[src/inc/tce_consts.svh]
`ifndef TCE_CONSTS_SVH
`define TCE_CONSTS_SVH

// Register indices; byte address is four times the index
`define TCE_IDX_MODE      10'h0A0
`define TCE_IDX_CNT_LO    10'h0A1
`define TCE_IDX_CNT_HI    10'h0A2
`define TCE_IDX_EVT_LO    10'h0A3
`define TCE_IDX_EVT_HI    10'h0A4
`define TCE_IDX_CAP       10'h0A5
`define TCE_IDX_IRQ       10'h0A8

// Reset values
`define TCE_RST_BYTE      8'h00
`define TCE_RST_PRE       7'h00

// Field positions
`define TCE_IRQ_FLAG_BIT  0
`define TCE_IRQ_EN_BIT    1
`define TCE_LANE0_BIT     0

// Prescaler
`define TCE_PRE_FULL      7'h7F
`define TCE_PRE_ONE       7'h01

// Capture mode encodings
`define TCE_CAP_OFF       2'h0
`define TCE_CAP_HIGH      2'h1
`define TCE_CAP_LOW       2'h2
`define TCE_CAP_CYCLE     2'h3

// AXI responses
`define TCE_RESP_OKAY     2'h0
`define TCE_RESP_SLVERR   2'h2

`endif

[src/inc/tce_pkg.sv]
package tce_pkg;

	typedef struct packed {
		logic       run;
		logic [2:0] prescale;
		logic       clk_src;
		logic [2:0] rsv;
	} tce_mode_t;

	typedef struct packed {
		logic       event_en;
		logic [2:0] rsv;
		logic       input_sel;
		logic       go;
		logic [1:0] mode;
	} tce_cap_t;

	typedef struct packed {
		logic en;
		logic flag;
	} tce_irq_t;

	typedef enum logic [1:0] {
		ST_IDLE,
		ST_ARM,
		ST_MEAS
	} tce_cap_state_t;

endpackage

[src/rtl/tce_timer_capture.sv]
// Function
// - Run bit halts or advances counter
// - Prescale codes divide by 128 down to 1
// - Clock source picks fast oscillator, ignores prescale
// - Overflow sets sticky flag until software clears
// - High byte write latched, low commits both
// - Low byte read snapshots whole counter
// - Capture mode field, active only while running
// - Mode alone does not start measuring
// - Start edge, count, stop edge, clear go, flag
// - High pulse: rise starts, fall stops
// - Low pulse: fall starts, rise stops
// - Cycle: rise starts, next rise stops
// - Input select picks pin or oscillator
// - Event counter enable, only while running
// - First rise starts both; event overflow stops
// - Event high part latched, low commits all
// - Event low read snapshots all bits
// - Counter increments, overflows from all ones
// - Flag with enable raises interrupt request
//
// Register access over AXI4-Lite was left to the implementer.
`timescale 1ns/1ps
`default_nettype none
`include "tce_consts.svh"
module tce_timer_capture #(
	parameter int ADDR_W = 12,
	parameter int CNT_W  = 16,
	parameter int EVT_W  = 10
) (
	input  wire logic              aclk,
	input  wire logic              aresetn,
	input  wire logic [ADDR_W-1:0] s_axi_awaddr,
	input  wire logic              s_axi_awvalid,
	output logic                   s_axi_awready,
	input  wire logic [31:0]       s_axi_wdata,
	input  wire logic [3:0]        s_axi_wstrb,
	input  wire logic              s_axi_wvalid,
	output logic                   s_axi_wready,
	output logic [1:0]             s_axi_bresp,
	output logic                   s_axi_bvalid,
	input  wire logic              s_axi_bready,
	input  wire logic [ADDR_W-1:0] s_axi_araddr,
	input  wire logic              s_axi_arvalid,
	output logic                   s_axi_arready,
	output logic [31:0]            s_axi_rdata,
	output logic [1:0]             s_axi_rresp,
	output logic                   s_axi_rvalid,
	input  wire logic              s_axi_rready,
	input  wire logic              fcpu_tick,
	input  wire logic              fhosc_tick,
	input  wire logic              measure_input_pin,
	input  wire logic              resistance_oscillator,
	output logic                   timer_irq
);
	localparam logic [CNT_W-1:0] CNT_ONES = '1;
	localparam logic [CNT_W-1:0] CNT_ONE  = CNT_W'(1);
	localparam logic [EVT_W-1:0] EVT_ONES = '1;
	localparam logic [EVT_W-1:0] EVT_ONE  = EVT_W'(1);

	if (ADDR_W < 12 || ADDR_W > 32 || CNT_W < 9 || CNT_W > 16
		|| EVT_W < 9 || EVT_W > 16) begin : g_bad_param
		$error("tce_timer_capture: unsupported parameter value");
	end

	function automatic logic hit(input logic [ADDR_W-1:0] a, input logic [9:0] idx);
		hit = ((a >> 12) == '0) && (a[11:0] == {idx, 2'h0});
	endfunction

	function automatic logic mapped(input logic [ADDR_W-1:0] a);
		mapped = hit(a, `TCE_IDX_MODE) || hit(a, `TCE_IDX_CNT_LO) || hit(a, `TCE_IDX_CNT_HI)
			|| hit(a, `TCE_IDX_EVT_LO) || hit(a, `TCE_IDX_EVT_HI) || hit(a, `TCE_IDX_CAP)
			|| hit(a, `TCE_IDX_IRQ);
	endfunction

	tce_pkg::tce_mode_t      timer_mode_reg;
	tce_pkg::tce_cap_t       cap_ctrl_reg;
	tce_pkg::tce_cap_t       cap_ctrl_next;
	tce_pkg::tce_irq_t       irq_ctrl_reg;
	tce_pkg::tce_irq_t       irq_ctrl_next;
	tce_pkg::tce_cap_state_t cap_state_reg;
	tce_pkg::tce_cap_state_t cap_state_next;
	logic [CNT_W-1:0]        cnt_reg;
	logic [CNT_W-1:0]        cnt_next;
	logic [CNT_W-9:0]        cnt_hi_reg;
	logic [CNT_W-9:0]        cnt_hi_next;
	logic [EVT_W-1:0]        evt_reg;
	logic [EVT_W-1:0]        evt_next;
	logic [EVT_W-9:0]        evt_hi_reg;
	logic [EVT_W-9:0]        evt_hi_next;
	logic [6:0]              pre_reg;
	logic [6:0]              pre_next;
	logic [ADDR_W-1:0]       aw_addr_reg;
	logic [7:0]              w_data_reg;
	logic                    w_lane0_reg;
	logic                    irq_reg;

	// Bus handshakes
	wire logic aw_hs   = s_axi_awvalid & s_axi_awready;
	wire logic w_hs    = s_axi_wvalid & s_axi_wready;
	wire logic b_hs    = s_axi_bvalid & s_axi_bready;
	wire logic ar_hs   = s_axi_arvalid & s_axi_arready;
	wire logic r_hs    = s_axi_rvalid & s_axi_rready;
	wire logic wr_fire = ~s_axi_awready & ~s_axi_wready & ~s_axi_bvalid;
	wire logic wr_ok   = wr_fire & w_lane0_reg;

	// Write and read decode
	wire logic wr_mode   = wr_ok & hit(aw_addr_reg, `TCE_IDX_MODE);
	wire logic wr_cnt_lo = wr_ok & hit(aw_addr_reg, `TCE_IDX_CNT_LO);
	wire logic wr_cnt_hi = wr_ok & hit(aw_addr_reg, `TCE_IDX_CNT_HI);
	wire logic wr_evt_lo = wr_ok & hit(aw_addr_reg, `TCE_IDX_EVT_LO);
	wire logic wr_evt_hi = wr_ok & hit(aw_addr_reg, `TCE_IDX_EVT_HI);
	wire logic wr_cap    = wr_ok & hit(aw_addr_reg, `TCE_IDX_CAP);
	wire logic wr_irq    = wr_ok & hit(aw_addr_reg, `TCE_IDX_IRQ);
	wire logic rd_cnt_lo = ar_hs & hit(s_axi_araddr, `TCE_IDX_CNT_LO);
	wire logic rd_evt_lo = ar_hs & hit(s_axi_araddr, `TCE_IDX_EVT_LO);

	wire logic [7:0] cnt_hi_ext = 8'(cnt_hi_reg);
	wire logic [7:0] evt_hi_ext = 8'(evt_hi_reg);
	wire logic [7:0] irq_ext    = 8'(irq_ctrl_reg);
	wire logic [7:0] rd_byte    =
		hit(s_axi_araddr, `TCE_IDX_MODE)   ? timer_mode_reg :
		hit(s_axi_araddr, `TCE_IDX_CNT_LO) ? cnt_reg[7:0] :
		hit(s_axi_araddr, `TCE_IDX_CNT_HI) ? cnt_hi_ext :
		hit(s_axi_araddr, `TCE_IDX_EVT_LO) ? evt_reg[7:0] :
		hit(s_axi_araddr, `TCE_IDX_EVT_HI) ? evt_hi_ext :
		hit(s_axi_araddr, `TCE_IDX_CAP)    ? cap_ctrl_reg :
		hit(s_axi_araddr, `TCE_IDX_IRQ)    ? irq_ext : 8'h00;

	// Timer clock: prescaled instruction ticks or raw oscillator ticks
	wire logic       run      = timer_mode_reg.run;
	wire logic [6:0] pre_mask = `TCE_PRE_FULL >> timer_mode_reg.prescale;
	wire logic       pre_hit  = fcpu_tick & ((pre_reg & pre_mask) == pre_mask);
	wire logic       tmr_tick = run & (timer_mode_reg.clk_src ? fhosc_tick : pre_hit);
	assign pre_next = !run ? `TCE_RST_PRE : fcpu_tick ? pre_reg + `TCE_PRE_ONE : pre_reg;

	// Measured input; a select change mid-level can fake an edge, so set it before go
	wire logic sig_raw = cap_ctrl_reg.input_sel ? resistance_oscillator : measure_input_pin;
	logic sig_level;
	logic sig_rise;
	logic sig_fall;
	tce_edge u_edge (
		.aclk    (aclk),
		.aresetn (aresetn),
		.din     (sig_raw),
		.level   (sig_level),
		.rise    (sig_rise),
		.fall    (sig_fall)
	);

	// Capture sequencing
	wire logic [1:0] cap_mode  = cap_ctrl_reg.mode;
	wire logic       cap_on    = run & (cap_mode != `TCE_CAP_OFF);
	wire logic       cap_event = run & cap_ctrl_reg.event_en;
	wire logic       evt_wrap  = evt_reg == EVT_ONES;
	wire logic       start_hit = (cap_event | cap_mode != `TCE_CAP_LOW) ? sig_rise : sig_fall;
	wire logic       stop_hit  = cap_event ? sig_rise & evt_wrap :
		(cap_mode == `TCE_CAP_HIGH) ? sig_fall : sig_rise;
	wire logic       measuring = cap_state_reg == tce_pkg::ST_MEAS;
	wire logic       cap_done  = measuring & cap_on & stop_hit;
	wire logic       cnt_run   = tmr_tick & (~cap_on | measuring);
	wire logic       cnt_ovf   = cnt_run & (cnt_reg == CNT_ONES) & ~wr_cnt_lo;
	// Gated by go so an aborted measurement does not bump the event count
	wire logic       evt_run   = measuring & cap_on & cap_ctrl_reg.go & cap_event & sig_rise;

	always_comb begin
		cap_state_next = cap_state_reg;
		case (cap_state_reg)
			tce_pkg::ST_IDLE: begin
				if (cap_on && cap_ctrl_reg.go) begin
					cap_state_next = tce_pkg::ST_ARM;
				end
			end
			tce_pkg::ST_ARM: begin
				if (!cap_on || !cap_ctrl_reg.go) begin
					cap_state_next = tce_pkg::ST_IDLE;
				end else if (start_hit) begin
					cap_state_next = tce_pkg::ST_MEAS;
				end
			end
			tce_pkg::ST_MEAS: begin
				if (!cap_on || !cap_ctrl_reg.go || stop_hit) begin
					cap_state_next = tce_pkg::ST_IDLE;
				end
			end
			default: cap_state_next = tce_pkg::ST_IDLE;
		endcase
	end

	always_comb begin
		cap_ctrl_next = cap_ctrl_reg;
		if (wr_cap) begin
			cap_ctrl_next     = w_data_reg;
			cap_ctrl_next.rsv = 3'h0;
		end else if (cap_done) begin
			cap_ctrl_next.go = 1'b0;
		end
	end

	// Flag set wins over a software clear in the same cycle
	always_comb begin
		irq_ctrl_next = irq_ctrl_reg;
		if (wr_irq) begin
			irq_ctrl_next.en = w_data_reg[`TCE_IRQ_EN_BIT];
			if (!w_data_reg[`TCE_IRQ_FLAG_BIT]) begin
				irq_ctrl_next.flag = 1'b0;
			end
		end
		if (cnt_ovf || cap_done) begin
			irq_ctrl_next.flag = 1'b1;
		end
	end

	// Counters; a bus write beats a count in the same cycle
	assign cnt_next = wr_cnt_lo ? {cnt_hi_reg, w_data_reg} :
		cnt_run ? cnt_reg + CNT_ONE : cnt_reg;
	assign cnt_hi_next = wr_cnt_hi ? w_data_reg[CNT_W-9:0] :
		rd_cnt_lo ? cnt_reg[CNT_W-1:8] : cnt_hi_reg;
	assign evt_next = wr_evt_lo ? {evt_hi_reg, w_data_reg} :
		evt_run ? evt_reg + EVT_ONE : evt_reg;
	assign evt_hi_next = wr_evt_hi ? w_data_reg[EVT_W-9:0] :
		rd_evt_lo ? evt_reg[EVT_W-1:8] : evt_hi_reg;

	always_ff @(posedge aclk) begin
		if (!aresetn) begin
			timer_mode_reg <= `TCE_RST_BYTE;
			cap_ctrl_reg   <= `TCE_RST_BYTE;
			irq_ctrl_reg   <= 2'h0;
			cap_state_reg  <= tce_pkg::ST_IDLE;
			cnt_reg        <= '0;
			cnt_hi_reg     <= '0;
			evt_reg        <= '0;
			evt_hi_reg     <= '0;
			pre_reg        <= `TCE_RST_PRE;
			irq_reg        <= 1'b0;
		end else begin
			if (wr_mode) begin
				timer_mode_reg <= {w_data_reg[7:3], 3'h0};
			end
			cap_ctrl_reg  <= cap_ctrl_next;
			irq_ctrl_reg  <= irq_ctrl_next;
			cap_state_reg <= cap_state_next;
			cnt_reg       <= cnt_next;
			cnt_hi_reg    <= cnt_hi_next;
			evt_reg       <= evt_next;
			evt_hi_reg    <= evt_hi_next;
			pre_reg       <= pre_next;
			irq_reg       <= irq_ctrl_reg.flag & irq_ctrl_reg.en;
		end
	end
	assign timer_irq = irq_reg;

	// AXI4-Lite slave: one write and one read outstanding
	always_ff @(posedge aclk) begin
		if (!aresetn) begin
			s_axi_awready <= 1'b1;
			s_axi_wready  <= 1'b1;
			s_axi_bvalid  <= 1'b0;
			s_axi_bresp   <= `TCE_RESP_OKAY;
			aw_addr_reg   <= '0;
			w_data_reg    <= `TCE_RST_BYTE;
			w_lane0_reg   <= 1'b0;
		end else begin
			if (aw_hs) begin
				aw_addr_reg   <= s_axi_awaddr;
				s_axi_awready <= 1'b0;
			end
			if (w_hs) begin
				w_data_reg   <= s_axi_wdata[7:0];
				w_lane0_reg  <= s_axi_wstrb[`TCE_LANE0_BIT];
				s_axi_wready <= 1'b0;
			end
			if (wr_fire) begin
				s_axi_bvalid <= 1'b1;
				s_axi_bresp  <= mapped(aw_addr_reg) ? `TCE_RESP_OKAY : `TCE_RESP_SLVERR;
			end
			if (b_hs) begin
				s_axi_bvalid  <= 1'b0;
				s_axi_awready <= 1'b1;
				s_axi_wready  <= 1'b1;
			end
		end
	end

	always_ff @(posedge aclk) begin
		if (!aresetn) begin
			s_axi_arready <= 1'b1;
			s_axi_rvalid  <= 1'b0;
			s_axi_rdata   <= 32'h00000000;
			s_axi_rresp   <= `TCE_RESP_OKAY;
		end else if (ar_hs) begin
			s_axi_arready <= 1'b0;
			s_axi_rvalid  <= 1'b1;
			s_axi_rdata   <= {24'h000000, rd_byte};
			s_axi_rresp   <= mapped(s_axi_araddr) ? `TCE_RESP_OKAY : `TCE_RESP_SLVERR;
		end else if (r_hs) begin
			s_axi_arready <= 1'b1;
			s_axi_rvalid  <= 1'b0;
		end
	end

	// Checks
	wire logic [CNT_W-9:0] cnt_top = cnt_reg[CNT_W-1:8];
	wire logic [EVT_W-9:0] evt_top = evt_reg[EVT_W-1:8];
endmodule // tce_timer_capture
`default_nettype wire

[src/rtl/tce_edge.sv]
`timescale 1ns/1ps
`default_nettype none
module tce_edge (
	input  wire logic aclk,
	input  wire logic aresetn,
	input  wire logic din,
	output logic      level,
	output logic      rise,
	output logic      fall
);
	logic meta_reg;
	logic sync_reg;
	logic last_reg;

	// Only the second and third stages are looked at; the first may be metastable
	always_ff @(posedge aclk) begin
		if (!aresetn) begin
			meta_reg <= 1'b0;
			sync_reg <= 1'b0;
			last_reg <= 1'b0;
		end else begin
			meta_reg <= din;
			sync_reg <= meta_reg;
			last_reg <= sync_reg;
		end
	end

	assign level = sync_reg;
	assign rise  = sync_reg & ~last_reg;
	assign fall  = ~sync_reg & last_reg;
endmodule // tce_edge
`default_nettype wire

[config.mk]
export PLATFORM = sky130hd
export DESIGN_NAME = tce_timer_capture
export DESIGN_NICKNAME = d
export VERILOG_FILES = /design/src/inc/tce_pkg.sv /design/src/rtl/tce_timer_capture.sv /design/src/rtl/tce_edge.sv
export VERILOG_INCLUDE_DIRS = /design/src /design/src/inc
export SDC_FILE = /design/constraint.sdc
export NUM_CORES = 1
export LEC_CHECK = 0
export ABC_AREA = 1
export BUFFER_PORTS_ARGS = -buffer_cell sky130_fd_sc_hd__buf_4
export CAP_MARGIN = 20
export CELL_PAD_IN_SITES_DETAIL_PLACEMENT = 1
export CELL_PAD_IN_SITES_GLOBAL_PLACEMENT = 1
export CORE_MARGIN = 2
export CORE_UTILIZATION = 42
export DETAILED_ROUTE_END_ITERATION = 8
export PLACE_DENSITY = 0.87
export SLEW_MARGIN = 20
export SYNTH_ARGS = -nofsm -noshare
export SYNTH_HDL_FRONTEND = slang
export SYNTH_SLANG_ARGS = --single-unit
[constraint.sdc]
create_clock -name aclk -period 2.8 [get_ports aclk]
set_input_delay 0.28 -clock aclk [delete_from_list [all_inputs] [get_ports aclk]]
set_output_delay 0.28 -clock aclk [all_outputs]
set_load 0.01 [all_outputs]
==> flow_results.xml, run 1 <==
<?xml version="1.0" encoding="UTF-8"?>
<metrics>
  <group name="power">
    <metric name="power_per_cell_area" unit="nW/um2">473</metric>
    <metric name="power.leakage" unit="nW">2.61</metric>
    <metric name="vdd_drop_max" unit="mV">0.289</metric>
    <metric name="finalPower" unit="mW">2.98</metric>
  </group>
  <group name="die">
    <metric name="die_height" unit="um">119</metric>
    <metric name="top_level_ports" unit="">113</metric>
    <metric name="std_cell_rows" unit="">41</metric>
    <metric name="floorplan.initialDensity" unit="%">43.4</metric>
    <metric name="coreArea" unit="um2">12800</metric>
    <metric name="fp.dieArea" unit="um2">14100</metric>
    <metric name="floorplan.die.width" unit="um">119</metric>
  </group>
  <group name="cells_and_area">
    <metric name="largest_register_ffs" unit="">16</metric>
    <metric name="final_area" unit="um2">6300</metric>
    <metric name="antenna-diode-count" unit="">0</metric>
    <metric name="layout-area-overhead-vs-synth" unit="%">13.6</metric>
    <metric name="final_nets" unit="">952</metric>
    <metric name="post_route_cells_drive_above_1_share" unit="%">13.5</metric>
  </group>
  <group name="synthesis">
    <metric name="synthesis.instances" unit="">829</metric>
    <metric name="synth-seq-cells" unit="">97</metric>
    <metric name="yosys-top-cells-count" unit="">sky130_fd_sc_hd__nand2_1, sky130_fd_sc_hd__inv_1, sky130_fd_sc_hd__dfxtp_1, sky130_fd_sc_hd__nor2_1, sky130_fd_sc_hd__a21oi_1</metric>
    <metric name="netlist.top_cell.by_area" unit="">sky130_fd_sc_hd__dfxtp_1</metric>
    <metric name="synth_seq_area_share" unit="%">35.0</metric>
    <metric name="synth_cell_types" unit="">41</metric>
    <metric name="async_flop_share" unit="%">0</metric>
    <metric name="yosys_warnings" unit="">0</metric>
    <metric name="dominantRegCellSynth" unit="">sky130_fd_sc_hd__dfxtp_1</metric>
    <metric name="synthTopCellsByArea" unit="">sky130_fd_sc_hd__dfxtp_1, sky130_fd_sc_hd__nand2_1, sky130_fd_sc_hd__inv_1</metric>
    <metric name="netlist_area" unit="um2">5540</metric>
    <metric name="post_synth.cell_area_avg" unit="um2">6.69</metric>
    <metric name="cell_with_the_most_instances_after_synthesis" unit="">sky130_fd_sc_hd__nand2_1</metric>
    <metric name="yosys_top_cell_area_share" unit="%">35.0</metric>
    <metric name="number_of_enable_flip_flop_cells_after_synthesis" unit="">0</metric>
  </group>
  <group name="detailed_routing">
    <metric name="route.vias.total" unit="">5477</metric>
    <metric name="dr.pass1.iters" unit="">4</metric>
    <metric name="drc" unit="">0</metric>
    <metric name="postRouteAntennaNets" unit="">0</metric>
    <metric name="route.final.wire_length" unit="mm">16.4</metric>
    <metric name="drt-initial-drc-count" unit="">269</metric>
    <metric name="drt-wirelength-per-cell" unit="um">15.5</metric>
    <metric name="viasPerCell" unit="">5.19</metric>
  </group>
  <group name="global_routing">
    <metric name="wire_length_of_the_first_global_routing_pass" unit="mm">27.1</metric>
    <metric name="grt_overflow_total" unit="">0</metric>
    <metric name="grt_overall_usage" unit="%">24.0</metric>
    <metric name="first_global_vias" unit="">5402</metric>
    <metric name="grt_max_degree" unit="">51</metric>
    <metric name="number_of_antenna_violations_at_the_first_check_in_global_routing" unit="">0</metric>
  </group>
  <group name="placed_design">
    <metric name="routability_congestion_estimate" unit="">0.852</metric>
    <metric name="placed_area" unit="um2">6010</metric>
    <metric name="dp_hpwl" unit="mm">12.2</metric>
    <metric name="port-buffer-count" unit="">59</metric>
    <metric name="dp_slack" unit="ps">811</metric>
  </group>
  <group name="sta">
    <metric name="worst_slew_margin_rel" unit="%">50.5</metric>
    <metric name="achievable-frequency" unit="MHz">470</metric>
    <metric name="final.min_clock_period" unit="ps">2130</metric>
    <metric name="final.setup.worst_slack" unit="ps">673</metric>
    <metric name="timing_worst_slew_pin_value" unit="ps">740</metric>
    <metric name="number_of_pins_exceeding_their_max_slew_limit_in_the_final_report" unit="">0</metric>
    <metric name="timing_hold_violations_final" unit="">0</metric>
    <metric name="finalSetupTns" unit="ps">0</metric>
    <metric name="setup_viol_count_final" unit="">0</metric>
    <metric name="layout_worst_path_cycle_share" unit="%">76.0</metric>
    <metric name="rsz0062_at_grt" unit="">false</metric>
    <metric name="worst_clock_skew" unit="ps">14.7</metric>
  </group>
  <group name="worst_setup_path">
    <metric name="max_stage_delay" unit="ps">560</metric>
    <metric name="worstPathBufferInverterCount" unit="">1</metric>
    <metric name="worstReg2RegEnd" unit="">evt_reg[8]$_SDFFE_PN0P_</metric>
    <metric name="worst-endpoint-required" unit="ps">3010</metric>
    <metric name="timing.reg2reg.worst_path_depth" unit="">8</metric>
    <metric name="crit_family" unit="">simple AND/OR/NAND/NOR gates</metric>
    <metric name="startpoint_types" unit="">flip-flop</metric>
    <metric name="cpMostUsedCell" unit="">sky130_fd_sc_hd__nand2_2</metric>
    <metric name="critPathArrivalTime" unit="ps">2340</metric>
    <metric name="path_max_fanout" unit="">21</metric>
    <metric name="endpoint_kind" unit="">flip-flop</metric>
    <metric name="critPathSlowestCell" unit="">sky130_fd_sc_hd__nand3_1</metric>
    <metric name="crit_start" unit="">aw_addr_reg[6]$_SDFFE_PN0P_</metric>
    <metric name="r2r_start" unit="">aw_addr_reg[6]$_SDFFE_PN0P_</metric>
    <metric name="crit_chain" unit="">inv_2 &gt; nand2_2 &gt; nor2_8 &gt; nand2_2 &gt; nor3_2 &gt; nand3_1 &gt; o21ai_0 &gt; a21oi_1</metric>
    <metric name="r2r_slack" unit="ps">670</metric>
    <metric name="timing.setup.critical_path_class" unit="">flip-flop to flip-flop</metric>
  </group>
  <group name="clock_network">
    <metric name="cts_tree" unit="">yes</metric>
    <metric name="cts_setup_buffers" unit="">0</metric>
    <metric name="clock-sinks" unit="">97</metric>
    <metric name="clkTransAtPathRegs" unit="ps">70</metric>
    <metric name="ctsRootBufferMaster" unit="">sky130_fd_sc_hd__clkbuf_16</metric>
    <metric name="postcts_resize_cnt" unit="">0</metric>
    <metric name="ctsHtreeMaxLevel" unit="">3</metric>
    <metric name="clock_latency" unit="ps">360</metric>
    <metric name="cts-buffers-inserted" unit="">9</metric>
    <metric name="cts_buffer_depth" unit="">2</metric>
    <metric name="cts-hold-fix-buffers" unit="">0</metric>
  </group>
  <group name="worst_hold_path">
    <metric name="timing.hold.worst_path_depth" unit="">2</metric>
    <metric name="hp-class" unit="">primary input to flip-flop</metric>
    <metric name="hold_path.startpoint" unit="">s_axi_awvalid</metric>
    <metric name="min_to" unit="">s_axi_awready$_SDFFE_PP1P_</metric>
  </group>
  <group name="job">
    <metric name="timing.max_cap.violations" unit="">0</metric>
  </group>
  <group name="outcome">
    <metric name="run_status" unit="">finished clean</metric>
  </group>
</metrics>
-- where the power goes --
group	total (mW)	switching, mW	internal (mW)
Combinational	0.263	0.170	0.0929
Sequential	1.44	0.0282	1.42
Clock	1.27	0.549	0.720
-- worst max path at each step --
stage / end / slack, ps / cells after the start
finish: evt_reg[8]$_SDFFE_PN0P_ / 670 / 8
floorplan: cap_state_reg[1]$_SDFFE_PN0P_ / 1370 / 8
detailed placement: evt_reg[1]$_SDFFE_PN0P_ / 810 / 10
CTS: evt_reg[8]$_SDFFE_PN0P_ / 670 / 8
global placement: evt_reg[7]$_SDFFE_PN0P_ / 860 / 7
global route: evt_reg[8]$_SDFFE_PN0P_ / 470 / 8
-- cells in the final DEF, fill, tap and decap left out, drive strengths merged, types with 2 or more instances in the layout --
cell type,n
clkbuf,14
or2,2
nor2,92
a21oi,81
inv,106
o211ai,6
ha,3
xnor2,3
and2,2
a31oi,2
conb,26
buf,61
xor2,13
dfxtp,97
nand3,76
a211oi,6
nor3,19
o21ai,87
nand4,10
nand2,168
nand3b,2
-- metrics by stage --
stage	hold slack (ps)	std cells	utilization (%)
floorplan	380	854	-
global placement	394	1039	47.0
detailed placement	408	1039	47.0
CTS	103	1055	49.3
global route	134	1055	49.3
finish	110	1055	49.3
-- layer usage --
| layer | part of all wire, % | global-route usage, % |
|---|---|---|
| met5 | 0 | 0 |
| met4 | 1.5 | 7.66 |
| met3 | 4.8 | 3.50 |
| met2 | 47 | 40.4 |
| met1 | 46 | 31.5 |
-- cells by family (layout without fill, tap and decap cells) --
group | count (synthesis) | in the layout | synth area share [%]
AND/OR/NAND/NOR | 374 | 374 | 31.0
flip-flops | 97 | 97 | 35.0
other | 1 | 26 | 0.0676
buffers and inverters | 154 | 183 | 12.7
AO/OA/AOI/OAI | 184 | 184 | 18.0
XOR/XNOR | 16 | 16 | 2.53
adder cells (fa/ha/maj) | 3 | 3 | 0.677
-- area by class of cell --
class / instances / area (um2)
inverters: 106 / 398
flip-flops and latches: 97 / 1940
clock inverters: 2 / 37.5
fillers: 1679 / 6480
repair buffers: 61 / 458
clock buffers: 14 / 254
well taps: 172 / 215
multi-input cells: 603 / 2990
No activity file was read; power rests on OpenSTA's default activity.
==> run 2, diff against run 1 <==
Settings changed: ABC_AREA 1 to 0, CORE_UTILIZATION 42 to 36, PLACE_DENSITY 0.87 to 0.77.
Clock period 2.8 ns to 1.8 ns, I/O delays scaled along.
==> flow_results.xml, run 2 <==
<?xml version="1.0" encoding="UTF-8"?>
<metrics>
  <group name="sta">
    <metric name="final.setup.worst_slack" unit="ps">-123</metric>
    <metric name="final.min_clock_period" unit="ps">1920</metric>
    <metric name="timing_hold_violations_final" unit="">0</metric>
    <metric name="layout_worst_path_cycle_share" unit="%">107</metric>
    <metric name="worst_clock_skew" unit="ps">9.53</metric>
    <metric name="achievable-frequency" unit="MHz">520</metric>
    <metric name="finalSetupTns" unit="ps">-1420</metric>
    <metric name="rsz0062_at_grt" unit="">true</metric>
    <metric name="number_of_pins_exceeding_their_max_slew_limit_in_the_final_report" unit="">0</metric>
    <metric name="setup_viol_count_final" unit="">26</metric>
  </group>
  <group name="cells_and_area">
    <metric name="final_nets" unit="">846</metric>
    <metric name="largest_register_ffs" unit="">16</metric>
    <metric name="post_route_cells_drive_above_1_share" unit="%">31.1</metric>
    <metric name="final_area" unit="um2">7180</metric>
    <metric name="most-common-layout-cells" unit="">sky130_fd_sc_hd__buf_4, sky130_fd_sc_hd__dfxtp_1, sky130_fd_sc_hd__nand2_1, sky130_fd_sc_hd__nor2_1, sky130_fd_sc_hd__a21oi_1</metric>
    <metric name="mostFrequentLayoutCell" unit="">sky130_fd_sc_hd__buf_4</metric>
    <metric name="antenna-diode-count" unit="">0</metric>
    <metric name="layout-area-overhead-vs-synth" unit="%">37.9</metric>
  </group>
  <group name="synthesis">
    <metric name="yosys_top_cell_area_share" unit="%">37.3</metric>
    <metric name="yosys_warnings" unit="">0</metric>
    <metric name="netlist_area" unit="um2">5200</metric>
    <metric name="netlist.top_cell.by_area" unit="">sky130_fd_sc_hd__dfxtp_1</metric>
    <metric name="post_synth.cell_area_avg" unit="um2">8.10</metric>
    <metric name="yosys-top-cells-count" unit="">sky130_fd_sc_hd__dfxtp_1, sky130_fd_sc_hd__nand2_1, sky130_fd_sc_hd__nor2_1, sky130_fd_sc_hd__a21oi_1, sky130_fd_sc_hd__o21ai_0</metric>
    <metric name="dominantRegCellSynth" unit="">sky130_fd_sc_hd__dfxtp_1</metric>
    <metric name="number_of_enable_flip_flop_cells_after_synthesis" unit="">0</metric>
    <metric name="synthTopCellsByArea" unit="">sky130_fd_sc_hd__dfxtp_1, sky130_fd_sc_hd__a21oi_1, sky130_fd_sc_hd__mux2i_1</metric>
    <metric name="synth_cell_types" unit="">62</metric>
    <metric name="synthesis.instances" unit="">642</metric>
    <metric name="async_flop_share" unit="%">0</metric>
    <metric name="synth_seq_area_share" unit="%">37.3</metric>
    <metric name="cell_with_the_most_instances_after_synthesis" unit="">sky130_fd_sc_hd__dfxtp_1</metric>
    <metric name="synth-seq-cells" unit="">97</metric>
  </group>
  <group name="outcome">
    <metric name="run_status" unit="">complete, but fails checks</metric>
    <metric name="violations" unit="">setup timing</metric>
  </group>
  <group name="clock_network">
    <metric name="cts-buffers-inserted" unit="">9</metric>
    <metric name="ctsRootBufferMaster" unit="">sky130_fd_sc_hd__clkbuf_16</metric>
    <metric name="ctsHtreeMaxLevel" unit="">3</metric>
    <metric name="cts_tree" unit="">yes</metric>
    <metric name="clkTransAtPathRegs" unit="ps">70</metric>
    <metric name="clock_latency" unit="ps">360</metric>
    <metric name="clock-sinks" unit="">97</metric>
    <metric name="cts-hold-fix-buffers" unit="">0</metric>
    <metric name="cts_buffer_depth" unit="">2</metric>
  </group>
  <group name="die">
    <metric name="coreArea" unit="um2">14000</metric>
    <metric name="top_level_ports" unit="">113</metric>
    <metric name="fp.dieArea" unit="um2">15400</metric>
    <metric name="floorplan.initialDensity" unit="%">37.2</metric>
    <metric name="die_height" unit="um">124</metric>
    <metric name="std_cell_rows" unit="">43</metric>
    <metric name="floorplan.die.width" unit="um">124</metric>
  </group>
  <group name="worst_setup_path">
    <metric name="worst-endpoint-required" unit="ps">2030</metric>
    <metric name="crit_family" unit="">simple AND/OR/NAND/NOR gates</metric>
    <metric name="timing.setup.critical_path_class" unit="">flip-flop to flip-flop</metric>
    <metric name="max_stage_delay" unit="ps">570</metric>
    <metric name="critPathSlowestCell" unit="">sky130_fd_sc_hd__or4bb_4</metric>
    <metric name="endpoint_kind" unit="">flip-flop</metric>
    <metric name="startpoint_types" unit="">flip-flop</metric>
    <metric name="worstPathBufferInverterCount" unit="">2</metric>
    <metric name="crit_chain" unit="">or4bb_4 &gt; nor3_4 &gt; buf_4 &gt; nand3_1 &gt; buf_6 &gt; mux2i_1 &gt; nor2_1</metric>
    <metric name="path_max_fanout" unit="">5</metric>
    <metric name="timing.reg2reg.worst_path_depth" unit="">7</metric>
    <metric name="worst-path-stages" unit="">7</metric>
    <metric name="critPathArrivalTime" unit="ps">2160</metric>
  </group>
  <group name="worst_hold_path">
    <metric name="timing.hold.worst_path_depth" unit="">2</metric>
    <metric name="hp-class" unit="">primary input to flip-flop</metric>
  </group>
  <group name="global_routing">
    <metric name="first_global_vias" unit="">5564</metric>
    <metric name="grt_overall_usage" unit="%">23.8</metric>
    <metric name="number_of_antenna_violations_at_the_first_check_in_global_routing" unit="">0</metric>
    <metric name="grt_overflow_total" unit="">0</metric>
    <metric name="wire_length_of_the_first_global_routing_pass" unit="mm">29.6</metric>
    <metric name="grt_max_degree" unit="">31</metric>
  </group>
  <group name="detailed_routing">
    <metric name="postRouteAntennaNets" unit="">0</metric>
    <metric name="viasPerCell" unit="">5.77</metric>
    <metric name="route.layer.met1.wl" unit="mm">7.98</metric>
    <metric name="route.top_layer_used" unit="">met4</metric>
    <metric name="met2_length" unit="mm">9.97</metric>
    <metric name="drc" unit="">0</metric>
    <metric name="drt-wirelength-per-cell" unit="um">20.6</metric>
    <metric name="drt-initial-drc-count" unit="">389</metric>
    <metric name="route.final.wire_length" unit="mm">19.8</metric>
    <metric name="route.met3.wl" unit="mm">1.15</metric>
    <metric name="dr.pass1.iters" unit="">5</metric>
    <metric name="route.vias.total" unit="">5524</metric>
  </group>
  <group name="power">
    <metric name="power_per_cell_area" unit="nW/um2">709</metric>
    <metric name="vdd_drop_max" unit="mV">0.419</metric>
    <metric name="power.leakage" unit="nW">2.84</metric>
    <metric name="finalPower" unit="mW">5.08</metric>
  </group>
  <group name="placed_design">
    <metric name="dp_hpwl" unit="mm">13.5</metric>
    <metric name="routability_congestion_estimate" unit="">0.890</metric>
    <metric name="placed_area" unit="um2">6290</metric>
    <metric name="dp_slack" unit="ps">-226</metric>
    <metric name="port-buffer-count" unit="">59</metric>
  </group>
  <group name="job">
    <metric name="timing.max_cap.violations" unit="">0</metric>
  </group>
</metrics>
==> run 2: what timing repair did <==
item / CTS / global route
setup endpoints to repair: 36 / 42
gates resized for setup: 36 / 63
pin swaps: 13 / 19
buffers inserted: 7 / 12
gates cloned: 1 / 0
==> run 2: power by group <==
part / internal (mW) / leakage [nW] / switching, mW
Sequential: 2.20 / 0.793 / 0.0677
Clock: 1.40 / 0.167 / 0.866
Combinational: 0.245 / 1.88 / 0.300
Total: 3.85 / 2.84 / 1.23
==> run 2: final cells by class <==
class | instances | area (um2)
tap | 180 | 225
fill | 1663 | 6810
sequential | 97 | 1960
clock inverter | 4 | 98.8
timing repair buffer | 158 | 1290
inverter | 10 | 37.5
multi-input combinational | 496 | 3310
clock buffer | 12 | 246
==> run 2: final timing paths <==
| check | startpoint | end | slack, ps |
|---|---|---|---|
| min reg2reg | u_edge.meta_reg$_SDFF_PN0_ | u_edge.level$_SDFF_PN0_ | 440 |
| max reg2reg | aw_addr_reg[10]$_SDFFE_PN0P_ | run$_SDFFE_PN0P_ | -120 |
| min | s_axi_awvalid | s_axi_awready$_SDFFE_PP1P_ | 30 |
| max | aw_addr_reg[10]$_SDFFE_PN0P_ | run$_SDFFE_PN0P_ | -120 |
==> run 2: kinds of logic (layout without fill, tap and decap cells) <==
logic type,Yosys count,after routing,synth area share (%)
AND/OR/NAND/NOR,263,263,27.0
AO/OA/AOI/OAI,162,162,19.2
flip-flops,97,97,37.3
buffers and inverters,74,184,7.24
multiplexers,27,27,5.92
XOR/XNOR,15,15,2.53
adder cells (fa/ha/maj),3,3,0.722
other,1,26,0.0721
==> run 2: metal layers <==
layer  up-vias  GRT usage [%]
li1       2586              -
met1      2714           29.6
met2       178           40.3
met3        46           5.42
met4         0           8.86
met5         -              0
==> run 2: through the flow <==
step	hold WS, ps	std cells	utilization (%)
finish	27.1	957	51.3
global route	20.6	957	51.3
CTS	19.7	945	48.8
detailed placement	405	921	45.0
global placement	389	921	45.0
floorplan	280	667	-
==> run 3, diff against run 2 <==
Settings changed: CORE_ASPECT_RATIO set to 1.75, CORE_UTILIZATION 36 to 43, PLACE_DENSITY 0.77 to 0.86.
Clock period 1.8 ns to 2.33 ns, I/O delays scaled along.
==> flow_results.xml, run 3 (synthesis gave the netlist of run 2 again) <==
<?xml version="1.0" encoding="UTF-8"?>
<metrics>
  <group name="outcome">
    <metric name="run_status" unit="">finished clean</metric>
  </group>
  <group name="global_routing">
    <metric name="grt_overall_usage" unit="%">25.9</metric>
    <metric name="grt_max_degree" unit="">39</metric>
    <metric name="wire_length_of_the_first_global_routing_pass" unit="mm">26.5</metric>
    <metric name="grt_overflow_total" unit="">0</metric>
    <metric name="number_of_antenna_violations_at_the_first_check_in_global_routing" unit="">0</metric>
    <metric name="first_global_vias" unit="">5343</metric>
  </group>
  <group name="detailed_routing">
    <metric name="route.vias.total" unit="">5224</metric>
    <metric name="drt-initial-drc-count" unit="">284</metric>
    <metric name="viasPerCell" unit="">6.22</metric>
    <metric name="dr.pass1.iters" unit="">4</metric>
    <metric name="drt-wirelength-per-cell" unit="um">20.3</metric>
    <metric name="drc" unit="">0</metric>
    <metric name="postRouteAntennaNets" unit="">0</metric>
    <metric name="route.final.wire_length" unit="mm">17.0</metric>
  </group>
  <group name="worst_setup_path">
    <metric name="path_max_fanout" unit="">19</metric>
    <metric name="critical_path.endpoint" unit="">cnt_reg[8]$_SDFFE_PN0P_</metric>
    <metric name="critPathArrivalTime" unit="ps">2380</metric>
    <metric name="endpoint_kind" unit="">flip-flop</metric>
    <metric name="timing.reg2reg.worst_path_depth" unit="">6</metric>
    <metric name="startpoint_types" unit="">flip-flop</metric>
    <metric name="worst-endpoint-required" unit="ps">2550</metric>
    <metric name="crit_start" unit="">aw_addr_reg[2]$_SDFFE_PN0P_</metric>
    <metric name="r2r_start" unit="">aw_addr_reg[2]$_SDFFE_PN0P_</metric>
    <metric name="worstReg2RegEnd" unit="">cnt_reg[8]$_SDFFE_PN0P_</metric>
    <metric name="timing.setup.critical_path_class" unit="">flip-flop to flip-flop</metric>
    <metric name="r2r_slack" unit="ps">170</metric>
  </group>
  <group name="sta">
    <metric name="timing_hold_violations_final" unit="">0</metric>
    <metric name="rsz0062_at_grt" unit="">false</metric>
    <metric name="final.min_clock_period" unit="ps">2160</metric>
    <metric name="timing_worst_slew_pin_value" unit="ps">646</metric>
    <metric name="number_of_pins_exceeding_their_max_slew_limit_in_the_final_report" unit="">0</metric>
    <metric name="worst_slew_margin_rel" unit="%">56.6</metric>
    <metric name="layout_worst_path_cycle_share" unit="%">92.6</metric>
    <metric name="worst_clock_skew" unit="ps">6.45</metric>
    <metric name="finalSetupTns" unit="ps">0</metric>
    <metric name="setup_viol_count_final" unit="">0</metric>
    <metric name="achievable-frequency" unit="MHz">463</metric>
  </group>
  <group name="cells_and_area">
    <metric name="post_route_cells_drive_above_1_share" unit="%">15.4</metric>
    <metric name="final_nets" unit="">772</metric>
    <metric name="layout-area-overhead-vs-synth" unit="%">16.3</metric>
    <metric name="final_area" unit="um2">6050</metric>
    <metric name="mostFrequentLayoutCell" unit="">sky130_fd_sc_hd__dfxtp_1</metric>
    <metric name="num-fill-cells" unit="">1448</metric>
    <metric name="most-common-layout-cells" unit="">sky130_fd_sc_hd__dfxtp_1, sky130_fd_sc_hd__buf_4, sky130_fd_sc_hd__nand2_1, sky130_fd_sc_hd__nor2_1, sky130_fd_sc_hd__a21oi_1</metric>
    <metric name="largest_register_ffs" unit="">16</metric>
    <metric name="final_core_util" unit="%">50.7</metric>
    <metric name="antenna-diode-count" unit="">0</metric>
  </group>
  <group name="clock_network">
    <metric name="cts_buffer_depth" unit="">2</metric>
    <metric name="cts_setup_buffers" unit="">0</metric>
    <metric name="clock_latency" unit="ps">350</metric>
    <metric name="ctsRootBufferMaster" unit="">sky130_fd_sc_hd__clkbuf_16</metric>
    <metric name="cts_tree" unit="">yes</metric>
    <metric name="ctsHtreeMaxLevel" unit="">3</metric>
    <metric name="clock-sinks" unit="">97</metric>
    <metric name="clkTransAtPathRegs" unit="ps">70</metric>
    <metric name="cts-buffers-inserted" unit="">9</metric>
  </group>
  <group name="die">
    <metric name="std_cell_rows" unit="">53</metric>
    <metric name="coreArea" unit="um2">11900</metric>
    <metric name="die_height" unit="um">150</metric>
    <metric name="floorplan.die.width" unit="um">87.2</metric>
    <metric name="top_level_ports" unit="">113</metric>
    <metric name="fp.dieArea" unit="um2">13000</metric>
    <metric name="floorplan.initialDensity" unit="%">43.6</metric>
  </group>
  <group name="placed_design">
    <metric name="routability_congestion_estimate" unit="">0.900</metric>
    <metric name="dp_hpwl" unit="mm">12.5</metric>
    <metric name="port-buffer-count" unit="">59</metric>
    <metric name="placed_area" unit="um2">5770</metric>
  </group>
  <group name="power">
    <metric name="power_per_cell_area" unit="nW/um2">577</metric>
    <metric name="vdd_drop_max" unit="mV">0.329</metric>
    <metric name="power.leakage" unit="nW">2.33</metric>
  </group>
  <group name="worst_hold_path">
    <metric name="hp-class" unit="">primary input to flip-flop</metric>
    <metric name="timing.hold.worst_path_depth" unit="">2</metric>
  </group>
  <group name="job">
    <metric name="timing.max_cap.violations" unit="">0</metric>
  </group>
</metrics>
-- run 3: cell count changes in the layout (fill, tap and decap cells not counted), moves of 7 or more --
| cell | change |
|---|---|
| sky130_fd_sc_hd__dfxtp_2 | -12 |
| sky130_fd_sc_hd__buf_4 | -57 |
| sky130_fd_sc_hd__o21ai_2 | -7 |
| sky130_fd_sc_hd__dfxtp_1 | +13 |
| sky130_fd_sc_hd__o21ai_0 | +12 |
| sky130_fd_sc_hd__buf_6 | -13 |
-- run 3: repair_timing --
action                                  CTS  global route
hold buffers                              0             0
endpoints found under the setup margin    0             1
gates resized for setup                   0             1
-- run 3: worst max-delay path, cell delays in order, from the launching register on --
cell and delay, ps:
sky130_fd_sc_hd__dfxtp_1 450, sky130_fd_sc_hd__nor4b_1 540, sky130_fd_sc_hd__and4_1 330, sky130_fd_sc_hd__buf_4 260
sky130_fd_sc_hd__a2111oi_0 120, sky130_fd_sc_hd__a31oi_1 210, sky130_fd_sc_hd__o211ai_1 110
-- run 3: worst min path at each step --
stage	end	from	slack (ps)
detailed placement	u_edge.level$_SDFF_PN0_	u_edge.meta_reg$_SDFF_PN0_	440
CTS	s_axi_awready$_SDFFE_PP1P_	s_axi_awvalid	100
floorplan	s_axi_awready$_SDFFE_PP1P_	s_axi_awvalid	330
global placement	u_edge.level$_SDFF_PN0_	u_edge.meta_reg$_SDFF_PN0_	430
global route	s_axi_awready$_SDFFE_PP1P_	s_axi_awvalid	110
finish	s_axi_awready$_SDFFE_PP1P_	s_axi_awvalid	90
-- run 3: final cells by class --
type / count / area (um2) / share of cell area [%]
Multi-Input combinational cell: 496 / 2980 / 49.2
Tap cell: 137 / 171 / 2.83
Timing Repair Buffer: 84 / 643 / 10.6
Inverter: 10 / 37.5 / 0.621
Clock buffer: 14 / 264 / 4.36
Clock inverter: 2 / 12.5 / 0.207
Sequential cell: 97 / 1940 / 32.1
-- run 3: routing by layer --
layer | vias to the layer above | part of all wire, % | routed length [um] | global-route usage [%]
li1 | 2426 | - | - | -
met1 | 2567 | 36 | 6110 | 26.3
met2 | 166 | 55 | 9290 | 47.9
met3 | 65 | 4.0 | 679 | 4.36
met4 | 0 | 5.6 | 950 | 15.5
met5 | - | 0 | 0 | 0
-- run 3: through the flow --
stage / cells / power, mW / setup slack [ps] / hold slack (ps)
after detailed placement: 824 / 2.11 / 227 / 438
final: 840 / 3.49 / 172 / 88.4
after global routing: 840 / 3.60 / 30.6 / 108
after global placement: 824 / 2.09 / 271 / 426
after CTS: 840 / 3.50 / 194 / 95.7
after floorplan: 667 / 1.99 / 229 / 333
-- run 3: report_power, final --
part           leakage (nW)  internal (mW)  switching (mW)  total, mW
sequential            0.788           1.70          0.0556       1.76
clock                 0.133          0.783           0.630       1.41
combinational          1.41          0.134           0.184      0.318
total                  2.33           2.62           0.870       3.49
